### config.mk
export PLATFORM = sky130hd
export DESIGN_NAME = smp_master
export DESIGN_NICKNAME = d
export VERILOG_FILES = /design/src/include/smp_pkg.sv /design/src/include/smp_cfg_if.sv /design/src/core/smp_master.sv /design/src/core/smp_rate_div.sv /design/src/core/smp_sync.sv
export VERILOG_INCLUDE_DIRS = /design/src /design/src/include
export SDC_FILE = /design/constraint.sdc
export NUM_CORES = 1
export LEC_CHECK = 0
export BUFFER_PORTS_ARGS = -buffer_cell sky130_fd_sc_hd__buf_2
export CAP_MARGIN = 20
export CORE_AREA = 2 2 85 87
export DETAILED_ROUTE_END_ITERATION = 8
export DIE_AREA = 0 0 87 89
export PLACE_DENSITY = 0.61
export REMOVE_ABC_BUFFERS = 1
export SKIP_LAST_GASP = 1
export SLEW_MARGIN = 40
export SYNTH_ARGS = -nofsm -noshare
export SYNTH_HDL_FRONTEND = slang
export SYNTH_SLANG_ARGS = --single-unit
### constraint.sdc
create_clock -name clk -period 1.58 [get_ports clk]
set_input_delay 0.158 -clock clk [delete_from_list [all_inputs] [get_ports clk]]
set_output_delay 0.158 -clock clk [all_outputs]
set_load 0.02 [all_outputs]
### src/include/smp_consts.svh
// What this block does
// - setting the enable bit hands three port pins to the serial clock, data out and data in.
// - while enabled the clock pin is forced to output and the input pin to input, data out follows its direction bit.
// - the bit order field picks LSB first at 0 and MSB first at 1 for both directions.
// - the polarity bit sets the idle level of the serial clock, 0 low and 1 high.
// - the phase bit swaps which clock edge drives data and which samples it.
// - the rate field divides the system clock by 8, 16, 32 or 64 for codes 0 to 3.
// - a data write while enabled starts a transfer of exactly eight bits each way.
// - data reads return an input buffer loaded only when a transfer completes.
// - a data write during a transfer is a collision and the byte is dropped.
// - every data write updates the collision flag to 1 if it collided and 0 if not.
// - the active bit reads 1 from the start of a transfer until its last sample has settled after the shift.
`ifndef SMP_CONSTS_SVH
`define SMP_CONSTS_SVH
`define SMP_ADDR_CTRL   8'ha1
`define SMP_ADDR_DATA   8'ha2
`define SMP_ADDR_STAT   8'ha3
`define SMP_BIT_EN      5
`define SMP_BIT_ORDER   4
`define SMP_BIT_POL     3
`define SMP_BIT_PHA     2
`define SMP_CTRL_MASK   8'h7f
`define SMP_CTRL_RST    8'h00
`define SMP_BYTE_RST    8'h00
`define SMP_HALF_BASE   6'h04
`define SMP_EDGES       5'h10
`define SMP_LAG_TOP     2
`define SMP_CLK_HZ      25000000
`endif

### src/include/smp_pkg.sv
package smp_pkg;
  typedef enum logic [1:0] {
    SMP_IDLE  = 2'b00,
    SMP_SHIFT = 2'b01,
    SMP_DONE  = 2'b10
  } smp_state_t;
  typedef logic [7:0] smp_byte_t;
endpackage

### src/include/smp_cfg_if.sv
`timescale 1ns/1ps
interface smp_cfg_if;
  logic [1:0] rate;
  logic       run;
  logic       tick;
  modport src (input rate, input run, output tick);
  modport dst (output rate, output run, input tick);
endinterface

### src/core/smp_master.sv
// Local design decision: the Wishbone slave port.
`timescale 1ns/1ps
`include "smp_consts.svh"
module smp_master (
  input  wire logic            clk,        // 25 MHz system clock
  input  wire logic            rst_b,      // sync reset, low
  input  wire logic            wb_cyc_i,   // wishbone cycle
  input  wire logic            wb_stb_i,   // wishbone strobe
  input  wire logic            wb_we_i,    // write enable
  input  wire logic [7:0]      wb_adr_i,   // register address
  input  wire logic [0:0]      wb_sel_i,   // byte select
  input  wire smp_pkg::smp_byte_t wb_dat_i, // write data
  output smp_pkg::smp_byte_t   wb_dat_o,   // read data
  output logic                 wb_ack_o,   // acknowledge
  input  wire logic [2:0]      portOut,    // gpio output values
  input  wire logic [2:0]      portDir,    // gpio dir, 1 = input
  output logic                 pinClkO,    // pin 0 level
  output logic                 pinClkOe,   // pin 0 enable
  output logic                 masterOutPinO,  // pin 1 level
  output logic                 masterOutPinOe, // pin 1 enable
  output logic                 pin2O,      // pin 2 level
  output logic                 pin2Oe,     // pin 2 enable
  input  wire logic            masterInPin // pin 2 input
);
  import smp_pkg::*;
  ////////////////////////////////////////////////////////////////////
  smp_state_t state_reg;
  smp_byte_t  ctrl_reg;
  smp_byte_t  shift_reg;
  smp_byte_t  rxBuf_reg;
  logic       collision_reg;
  logic       sck_reg;
  logic [4:0] edge_reg;
  logic [2:0] sampleDly_reg;
  logic       miSync;
  smp_cfg_if  cfg ();

  smp_rate_div u_div (
    .clk   (clk),
    .rst_b (rst_b),
    .cfg   (cfg)
  );
  smp_sync u_sync (
    .clk   (clk),
    .rst_b (rst_b),
    .din   (masterInPin),
    .dout  (miSync)
  );
  ////////////////////////////////////////////////////////////////////
  wire ifaceEnable = ctrl_reg[`SMP_BIT_EN];
  wire bitOrder    = ctrl_reg[`SMP_BIT_ORDER];
  wire clkPolarity = ctrl_reg[`SMP_BIT_POL];
  wire clkPhase    = ctrl_reg[`SMP_BIT_PHA];
  wire busy        = (state_reg != SMP_IDLE);
  wire req         = wb_cyc_i && wb_stb_i && !wb_ack_o;
  wire wrEn        = req && wb_we_i && wb_sel_i[0];
  wire hitCtrl     = (wb_adr_i == `SMP_ADDR_CTRL);
  wire hitData     = (wb_adr_i == `SMP_ADDR_DATA);
  wire hitStat     = (wb_adr_i == `SMP_ADDR_STAT);
  wire dataWr      = wrEn && hitData;
  wire start       = dataWr && ifaceEnable && !busy;
  wire collide     = dataWr && busy;
  // even edge count is leading edge
  wire leadEdge    = !edge_reg[0];
  wire sampleNow   = cfg.tick && (leadEdge != clkPhase);
  wire driveNow    = cfg.tick && (leadEdge == clkPhase) && edge_reg != 5'h00;
  wire lastEdge    = cfg.tick && edge_reg == `SMP_EDGES - 5'h01;
  // a sample still on its way through the input lag
  wire settling    = |sampleDly_reg;
  wire outBit      = bitOrder ? shift_reg[7] : shift_reg[0];
  assign cfg.rate  = ctrl_reg[1:0];
  assign cfg.run   = (state_reg == SMP_SHIFT);

  function automatic smp_byte_t shiftIn(input smp_byte_t v, input logic ord, input logic b);
    shiftIn = ord ? {v[6:0], b} : {b, v[7:1]};
  endfunction

  wire [7:0] rdMux = hitCtrl ? (ctrl_reg & `SMP_CTRL_MASK) :
                     hitData ? rxBuf_reg :
                     hitStat ? {6'h00, busy, collision_reg} : 8'h00;
  ////////////////////////////////////////////////////////////////////
  always_ff @(posedge clk) begin
    if (!rst_b) begin
      wb_ack_o <= 1'b0;
      wb_dat_o <= `SMP_BYTE_RST;
    end else begin
      wb_ack_o <= req;
      wb_dat_o <= rdMux;
    end
  end

  always_ff @(posedge clk) begin
    if (!rst_b)
      ctrl_reg <= `SMP_CTRL_RST;
    else if (wrEn && hitCtrl)
      ctrl_reg <= wb_dat_i & `SMP_CTRL_MASK;
  end

  always_ff @(posedge clk) begin
    if (!rst_b)
      collision_reg <= 1'b0;
    else if (dataWr)
      collision_reg <= collide;
  end

  always_ff @(posedge clk) begin
    if (!rst_b) begin
      state_reg <= SMP_IDLE;
      edge_reg  <= 5'h00;
    end else begin
      case (state_reg)
        SMP_IDLE: begin
          edge_reg <= 5'h00;
          if (start)
            state_reg <= SMP_SHIFT;
        end
        SMP_SHIFT: begin
          if (cfg.tick)
            edge_reg <= edge_reg + 5'h01;
          if (lastEdge)
            state_reg <= SMP_DONE;
        end
        SMP_DONE: begin
          if (!settling)
            state_reg <= SMP_IDLE;
        end
        default:  state_reg <= SMP_IDLE;
      endcase
    end
  end

  always_ff @(posedge clk) begin
    if (!rst_b)
      shift_reg <= `SMP_BYTE_RST;
    else if (start)
      shift_reg <= wb_dat_i;
    else if (sampleDly_reg[`SMP_LAG_TOP])
      shift_reg <= shiftIn(shift_reg, bitOrder, miSync);
  end

  // pin input lags three cycles, so the shift waits as long;
  // the fastest rate leaves just enough room before the next drive
  always_ff @(posedge clk) begin
    if (!rst_b)
      sampleDly_reg <= 3'h0;
    else
      sampleDly_reg <= {sampleDly_reg[1:0], state_reg == SMP_SHIFT && sampleNow};
  end

  always_ff @(posedge clk) begin
    if (!rst_b)
      rxBuf_reg <= `SMP_BYTE_RST;
    else if (state_reg == SMP_DONE && !settling)
      rxBuf_reg <= shift_reg;
  end

  // toggles each tick, idles at polarity
  always_ff @(posedge clk) begin
    if (!rst_b)
      sck_reg <= 1'b0;
    else if (state_reg == SMP_SHIFT && cfg.tick)
      sck_reg <= !sck_reg;
    else if (state_reg != SMP_SHIFT)
      sck_reg <= clkPolarity;
  end
  ////////////////////////////////////////////////////////////////////
  logic dataOut_reg;
  always_ff @(posedge clk) begin
    if (!rst_b)
      dataOut_reg <= 1'b0;
    else if (start)
      dataOut_reg <= bitOrder ? wb_dat_i[7] : wb_dat_i[0];
    else if (state_reg == SMP_SHIFT && driveNow)
      dataOut_reg <= outBit;
  end

  // clock out, input in, data out follows dir
  always_ff @(posedge clk) begin
    if (!rst_b) begin
      pinClkO        <= 1'b0;
      pinClkOe       <= 1'b0;
      masterOutPinO  <= 1'b0;
      masterOutPinOe <= 1'b0;
      pin2O          <= 1'b0;
      pin2Oe         <= 1'b0;
    end else begin
      pinClkO        <= ifaceEnable ? sck_reg : portOut[0];
      pinClkOe       <= ifaceEnable ? 1'b1 : !portDir[0];
      masterOutPinO  <= ifaceEnable ? dataOut_reg : portOut[1];
      masterOutPinOe <= !portDir[1];
      pin2O          <= ifaceEnable ? 1'b0 : portOut[2];
      pin2Oe         <= ifaceEnable ? 1'b0 : !portDir[2];
    end
  end
endmodule

### src/core/smp_rate_div.sv
`timescale 1ns/1ps
`include "smp_consts.svh"
module smp_rate_div (
  input  wire logic clk,      // system clock
  input  wire logic rst_b,    // sync reset, low
  smp_cfg_if.src    cfg       // rate in, tick out
);
  import smp_pkg::*;
  logic [4:0] cnt_reg;
  logic [5:0] half;
  logic       tick_reg;
  // half period doubles per rate code
  assign half = `SMP_HALF_BASE << cfg.rate;
  assign cfg.tick = tick_reg;
  always_ff @(posedge clk) begin
    if (!rst_b || !cfg.run) begin
      cnt_reg  <= 5'h00;
      tick_reg <= 1'b0;
    end else if ({1'b0, cnt_reg} == half - 6'h01) begin
      cnt_reg  <= 5'h00;
      tick_reg <= 1'b1;
    end else begin
      cnt_reg  <= cnt_reg + 5'h01;
      tick_reg <= 1'b0;
    end
  end
endmodule

### src/core/smp_sync.sv
`timescale 1ns/1ps
module smp_sync (
  input  wire logic clk,      // system clock
  input  wire logic rst_b,    // sync reset, low
  input  wire logic din,      // async pin
  output logic      dout      // settled level
);
  logic [2:0] sh_reg;
  always_ff @(posedge clk) begin
    if (!rst_b) begin
      sh_reg <= 3'h0;
      dout   <= 1'b0;
    end else begin
      sh_reg <= {sh_reg[1:0], din};
      // change counts once stages two and three agree
      if (sh_reg[1] == sh_reg[2])
        dout <= sh_reg[2];
    end
  end
endmodule

==> results.toml, run 1 <==
[critical_path]
end_kind = "flip-flop"
arrival_ns = 1.87
worst_path_largest_cell_delay_ns = 0.46
cpMaxStageDelayCell = "or4b_4"
ff2ff_path_depth = 5
worst_ep_required_time_ns = 1.81
path_class = "flip-flop to flip-flop"
r2r_end = "u_div.cnt_reg[0]$_SDFF_PP0_"
path_cells = "ha_4 -> or4b_4 -> a211oi_4 -> a311o_1 -> nor2_1"
cp-start-kind = "flip-flop"
r2r_slack_ns = -0.06
crit_path_max_fanout = 5
r2r_start = "u_div.cnt_reg[1]$_SDFF_PP0_"

[sta]
max_freq_mhz = 610
tightest_slew_ns = 0.441
slew_headroom = 0.706
rsz0062_at_grt = "true"
whs_ns = 0.0280
fin_setup_tns_ns = -0.226
fin_ws_ns = -0.0602
period_share = 1.04
drv_slew = 0
finalHoldViolCount = 0
final-setup-viol-count = 5
period_needed_ns = 1.64
fin_worst_skew_ns = 0.00649

[layout]
drive_gt1_frac = 0.309
finalNetCount = 387
diodes = 0
stdcell_area_um2 = 3440
area_growth_pct = 31.2
final_cells = 439
nFillCells = 632

[clock_tree]
clkSinkCount = 61
ctsHtreeMaxLevel = 3
clk_path_buf_depth = 2
clk_pin_slew_ns = 0.06
cts_tree = "yes"
numCtsBuffers = 9
root_buffer = "clkbuf_8"
insertion_delay_ns = 0.35

[drt]
vias = 2255
first_iter_violations = 135
dr.pass1.iters = 5
drt_wl_total_um = 6220
avgViaCountPerCell = 5.14
routedWlPerCell_um = 14.2
post-route-drc-count = 0
ant_nets = 0

[global_routing]
gr-usage-all-layers = 0.168
antenna_found_initial = 0
grt_max_degree = 41
gr-total-overflow = 0
grt_pass1_wl_um = 9960
grt_pass1_vias = 2132

[synth]
syn_avg_cell_area_um2 = 9.17
synth_common_cells = "dfxtp_1 (61), nor2_1 (50), mux2i_1 (26)"
yosysWarnings = 0
synthTopCellsByArea = "dfxtp_1 (47%), mux2i_1 (9.9%), nor2_1 (7.2%)"
synth.most_common_cell = "dfxtp_1"
synthCells = 286
synth_flop_cell = "dfxtp_1"
yosysTopAreaCell = "dfxtp_1"
synth_enable_flop_cells = 0
async_reset_ff_frac = 0
yosysUniqueCellTypes = 42
ys_seq_area_frac = 0.466
netlist_area_um2 = 2620
ys_seq_elements = 61
yosys.area.top_type_share = 0.466

[power_and_ir_drop]
ir_drop_uv = 335
total_power_mw = 3.17
powerDensity_nw_per_um2 = 923
p_leak_nw = 1.35

[die]
die-area_um2 = 7740
die_w_um = 87
die_h_um = 89
core-area_um2 = 6720
start_util = 0.390
pin_count = 44
row_count = 30

[placed_design]
hpwlAfterDp_um = 4280
gp_congestion = 0.843
io_buffer_count = 43
dpl_cell_area_um2 = 3090
placed_cells = 419

[hold_path]
min_path_cells = 2
min_path_type = "primary input to flip-flop"
hp-start = "masterInPin"
whs_endpoint = "u_sync.sh_reg[0]$_SDFF_PN0_"

[run_status]
violations = "negative setup slack"
status = "complete, but fails checks"

[flow_run]
max_cap_viol_count = 0
## power breakdown
group          switching, mW  internal, mW  total (mW)  leakage [nW]
Sequential           0.00314          1.55        1.55         0.495
Combinational         0.0842        0.0645       0.149         0.747
Clock                  0.616         0.855        1.47         0.106
## cell type report
type	instances	area, um^2	area share
clock buffer	13	169	0.0491
clock inverter	3	42.5	0.0124
multi-input combinational	201	1390	0.404
tap	80	100	0.0291
sequential	61	1230	0.357
timing repair buffer	75	490	0.143
inverter	6	22.5	0.00655
## critical path: cells and delay by family, from the launching register on
family	cells	cell delay [ns]
compound gates	2	0.50
flops	1	0.35
simple gates	2	0.53
fa+ha+maj	1	0.13
## worst max path at each step
stage	cells past startpoint	to	slack, ns	start
global placement	5	dataOut_reg$_SDFFE_PN0P_	-0.17	wb_adr_i[3]
CTS	5	u_div.cnt_reg[2]$_SDFF_PP0_	-0.04	u_div.cnt_reg[0]$_SDFF_PP0_
floorplan	4	dataOut_reg$_SDFFE_PN0P_	-0.44	wb_ack_o$_SDFF_PN0_
detailed placement	5	dataOut_reg$_SDFFE_PN0P_	-0.18	wb_adr_i[3]
finish	5	u_div.cnt_reg[0]$_SDFF_PP0_	-0.06	u_div.cnt_reg[1]$_SDFF_PP0_
global route	5	u_div.cnt_reg[0]$_SDFF_PP0_	-0.14	u_div.cnt_reg[1]$_SDFF_PP0_
## logic make-up after synthesis
| kind of cell | count (synthesis) | share of synthesized area |
|---|---|---|
| simple gates | 107 | 0.217 |
| mux | 28 | 0.108 |
| buf+inv | 24 | 0.0367 |
| fa+ha+maj | 4 | 0.0191 |
| flops | 61 | 0.466 |
| xor+xnor | 5 | 0.0167 |
| compound gates | 57 | 0.137 |
## per-layer routing
layer | part of all wire | vias to the layer above | GRT usage
met4 | 0.012 | 0 | 0.0653
met2 | 0.46 | 62 | 0.256
met3 | 0.068 | 8 | 0.0656
li1 | - | 1143 | -
met1 | 0.45 | 1042 | 0.216
met5 | 0 | - | 0
## layout by cell type, fill, tap and decap left out, types with 2 or more instances in the layout
cell / netlist / final
o21ai_1: 7 / 3
mux2i_1: 26 / 26
inv_1: 6 / 6
xor2_1: 2 / 2
and3_1: 2 / 2
nor3b_1: 2 / 2
a311oi_1: 2 / 2
nand4_1: 10 / 10
dfxtp_1: 61 / 57
nand4b_1: 3 / 3
a21oi_1: 24 / 22
buf_6: 0 / 4
buf_2: 5 / 43
buf_4: 0 / 24
xnor2_1: 3 / 3
ha_1: 4 / 3
nand2_1: 10 / 10
dfxtp_2: 0 / 4
nor3_1: 3 / 3
nor2_1: 50 / 50
clkbuf_8: 0 / 12
nor2b_1: 5 / 5
dlygate4sd3_1: 0 / 3
o21ai_0: 5 / 4
nand3_1: 4 / 3
a22oi_1: 8 / 8
or3_1: 2 / 2
nor4_4: 1 / 2
a31oi_1: 2 / 2
a21oi_2: 0 / 2
nand3b_1: 3 / 3
and2_1: 6 / 6
o21ai_2: 0 / 5
mux2_2: 2 / 2
## per-stage QoR
stage           util  setup WS (ns)
2_1_floorplan      -         -0.435
6_report       0.512        -0.0602
4_1_cts        0.497        -0.0388
3_5_place_dp   0.459         -0.182
3_3_place_gp   0.459         -0.165
5_1_grt        0.512         -0.144
## what timing repair did
action                                  4_1_cts  5_1_grt
gates cloned                                  0        1
endpoints found under the hold margin         3        0
setup buffers                                 0        0
endpoints found under the setup margin       12       14
hold buffers                                  3        0
resized for setup                             5       23
pin swaps                                     1       22
(Power assumes the default switching activity.)
==> inputs of run 2 (changes only) <==
--- a/config.mk
+++ b/config.mk
@@ -13,7 +13,6 @@
 export DIE_AREA = 0 0 87 89
 export PLACE_DENSITY = 0.61
 export REMOVE_ABC_BUFFERS = 1
-export SKIP_LAST_GASP = 1
 export SLEW_MARGIN = 40
 export SYNTH_ARGS = -nofsm -noshare
 export SYNTH_HDL_FRONTEND = slang
==> results.toml, run 2 (synthesis gave the netlist of run 1 again) <==
[layout]
diodes = 0
layout_commonest_cell = "dfxtp_1"
finalNetCount = 387
nFillCells = 629
area_growth_pct = 31.7
drive_gt1_frac = 0.315
most-common-layout-cells = "dfxtp_1 (57), nor2_1 (50), buf_2 (43), mux2i_1 (26), buf_4 (24)"

[sta]
tightest_slew_ns = 0.453
drv_slew = 0
max_freq_mhz = 611
slew_headroom = 0.698
whs_ns = 0.0329
fin_ws_ns = -0.0572
finalHoldViolCount = 0
period_needed_ns = 1.64
fin_worst_skew_ns = 0.00775
rsz0062_at_grt = "true"
final-setup-viol-count = 6
period_share = 1.04

[power_and_ir_drop]
powerDensity_nw_per_um2 = 916
ir_drop_uv = 335
total_power_mw = 3.16
p_leak_nw = 1.35

[hold_path]
whs_endpoint = "u_sync.sh_reg[0]$_SDFF_PN0_"
min_path_cells = 2
hp-start = "masterInPin"
min_path_type = "primary input to flip-flop"

[drt]
drt_wl_total_um = 6280
dr.pass1.iters = 4
avgViaCountPerCell = 5.18
post-route-drc-count = 0
routedWlPerCell_um = 14.3
first_iter_violations = 111
vias = 2275
ant_nets = 0

[critical_path]
crit_family = "simple AND/OR/NAND/NOR gates"
ff2ff_path_depth = 5
end_kind = "flip-flop"
r2r_end = "u_div.cnt_reg[0]$_SDFF_PP0_"
startpoint = "u_div.cnt_reg[1]$_SDFF_PP0_"
path_class = "flip-flop to flip-flop"
cpMaxStageDelayCell = "or4b_4"
cp-start-kind = "flip-flop"
r2r_start = "u_div.cnt_reg[1]$_SDFF_PP0_"
crit_buf_inv = 0
crit_path_max_fanout = 5
r2r_slack_ns = -0.06
path_cells = "ha_4 -> or4b_4 -> a211oi_4 -> a311o_1 -> nor2_1"
worst_path_largest_cell_delay_ns = 0.46
arrival_ns = 1.86
worst_ep_required_time_ns = 1.81

[die]
core-area_um2 = 6720
die_h_um = 89
die-area_um2 = 7740
start_util = 0.390
row_count = 30
pin_count = 44
die_w_um = 87

[global_routing]
grt_pass1_vias = 2131
gr-total-overflow = 0
grt_max_degree = 41
antenna_found_initial = 0
grt_pass1_wl_um = 9960
gr-usage-all-layers = 0.168

[clock_tree]
root_buffer = "clkbuf_8"
postCtsSetupBuffers = 0
clk_pin_slew_ns = 0.06
numCtsBuffers = 9
cts_tree = "yes"
insertion_delay_ns = 0.34
clkSinkCount = 61
ctsHtreeMaxLevel = 3
clk_path_buf_depth = 2

[placed_design]
hpwlAfterDp_um = 4280
io_buffer_count = 43
gp_congestion = 0.843

[run_status]
violations = "negative setup slack"
status = "complete, but fails checks"

[flow_run]
max_cap_viol_count = 0
## run 2: worst reg2reg max path, delay by kind of cell (launching register included)
kind	cells	cell delay, ns
adder cells (fa/ha/maj)	1	0.13
AO/OA/AOI/OAI	2	0.50
AND/OR/NAND/NOR	2	0.53
flip-flops	1	0.35
## run 2: routing by layer
metal  track usage  vias up  routed length (um)
met5             0        -                   0
met4        0.0653        0                  68
met3        0.0656        8                 354
met2         0.256       63                2900
met1         0.216     1058                2960
li1              -     1146                   -
## run 2: worst max path at each step
stage / endpoint / depth (start not counted)
after global routing: u_div.cnt_reg[0]$_SDFF_PP0_ / 5
after detailed placement: dataOut_reg$_SDFFE_PN0P_ / 5
after floorplan: dataOut_reg$_SDFFE_PN0P_ / 4
after global placement: dataOut_reg$_SDFFE_PN0P_ / 5
after CTS: u_div.cnt_reg[2]$_SDFF_PP0_ / 5
final: u_div.cnt_reg[0]$_SDFF_PP0_ / 5
## run 2: cell type report
| type | count | area, um^2 | share of cell area |
|---|---|---|---|
| inverter | 6 | 22.5 | 0.00652 |
| timing repair buffer | 75 | 490 | 0.142 |
| multi-input combinational | 201 | 1400 | 0.406 |
| clock inverter | 3 | 42.5 | 0.0123 |
| tap | 80 | 100 | 0.0290 |
| sequential | 61 | 1230 | 0.355 |
| clock buffer | 13 | 169 | 0.0489 |
## run 2: power by group
part | leakage [nW] | switching (mW) | total, mW | internal [mW]
sequential | 0.495 | 0.00314 | 1.55 | 1.55
combinational | 0.749 | 0.0849 | 0.149 | 0.0645
clock | 0.106 | 0.606 | 1.46 | 0.856
## run 2: metrics by stage
stage / utilization / area [um^2] / worst slack [ns] / TNS (ns) / std cells
CTS: 0.497 / 3340 / -0.0388 / -0.159 / 438
finish: 0.514 / 3450 / -0.0572 / -0.214 / 439
global placement: 0.459 / 3090 / -0.165 / -1.31 / 419
detailed placement: 0.459 / 3090 / -0.182 / -1.45 / 419
floorplan: - / 2550 / -0.435 / -3.94 / 268
global route: 0.514 / 3450 / -0.144 / -1.01 / 439
## run 2: repair_timing
item                                   CTS  global route
hold buffers                             3             0
endpoints found under the hold margin    3             0
gates cloned                             0             1
gates resized for setup                  5            26
pin swaps                                1            25
setup endpoints to repair               12            14
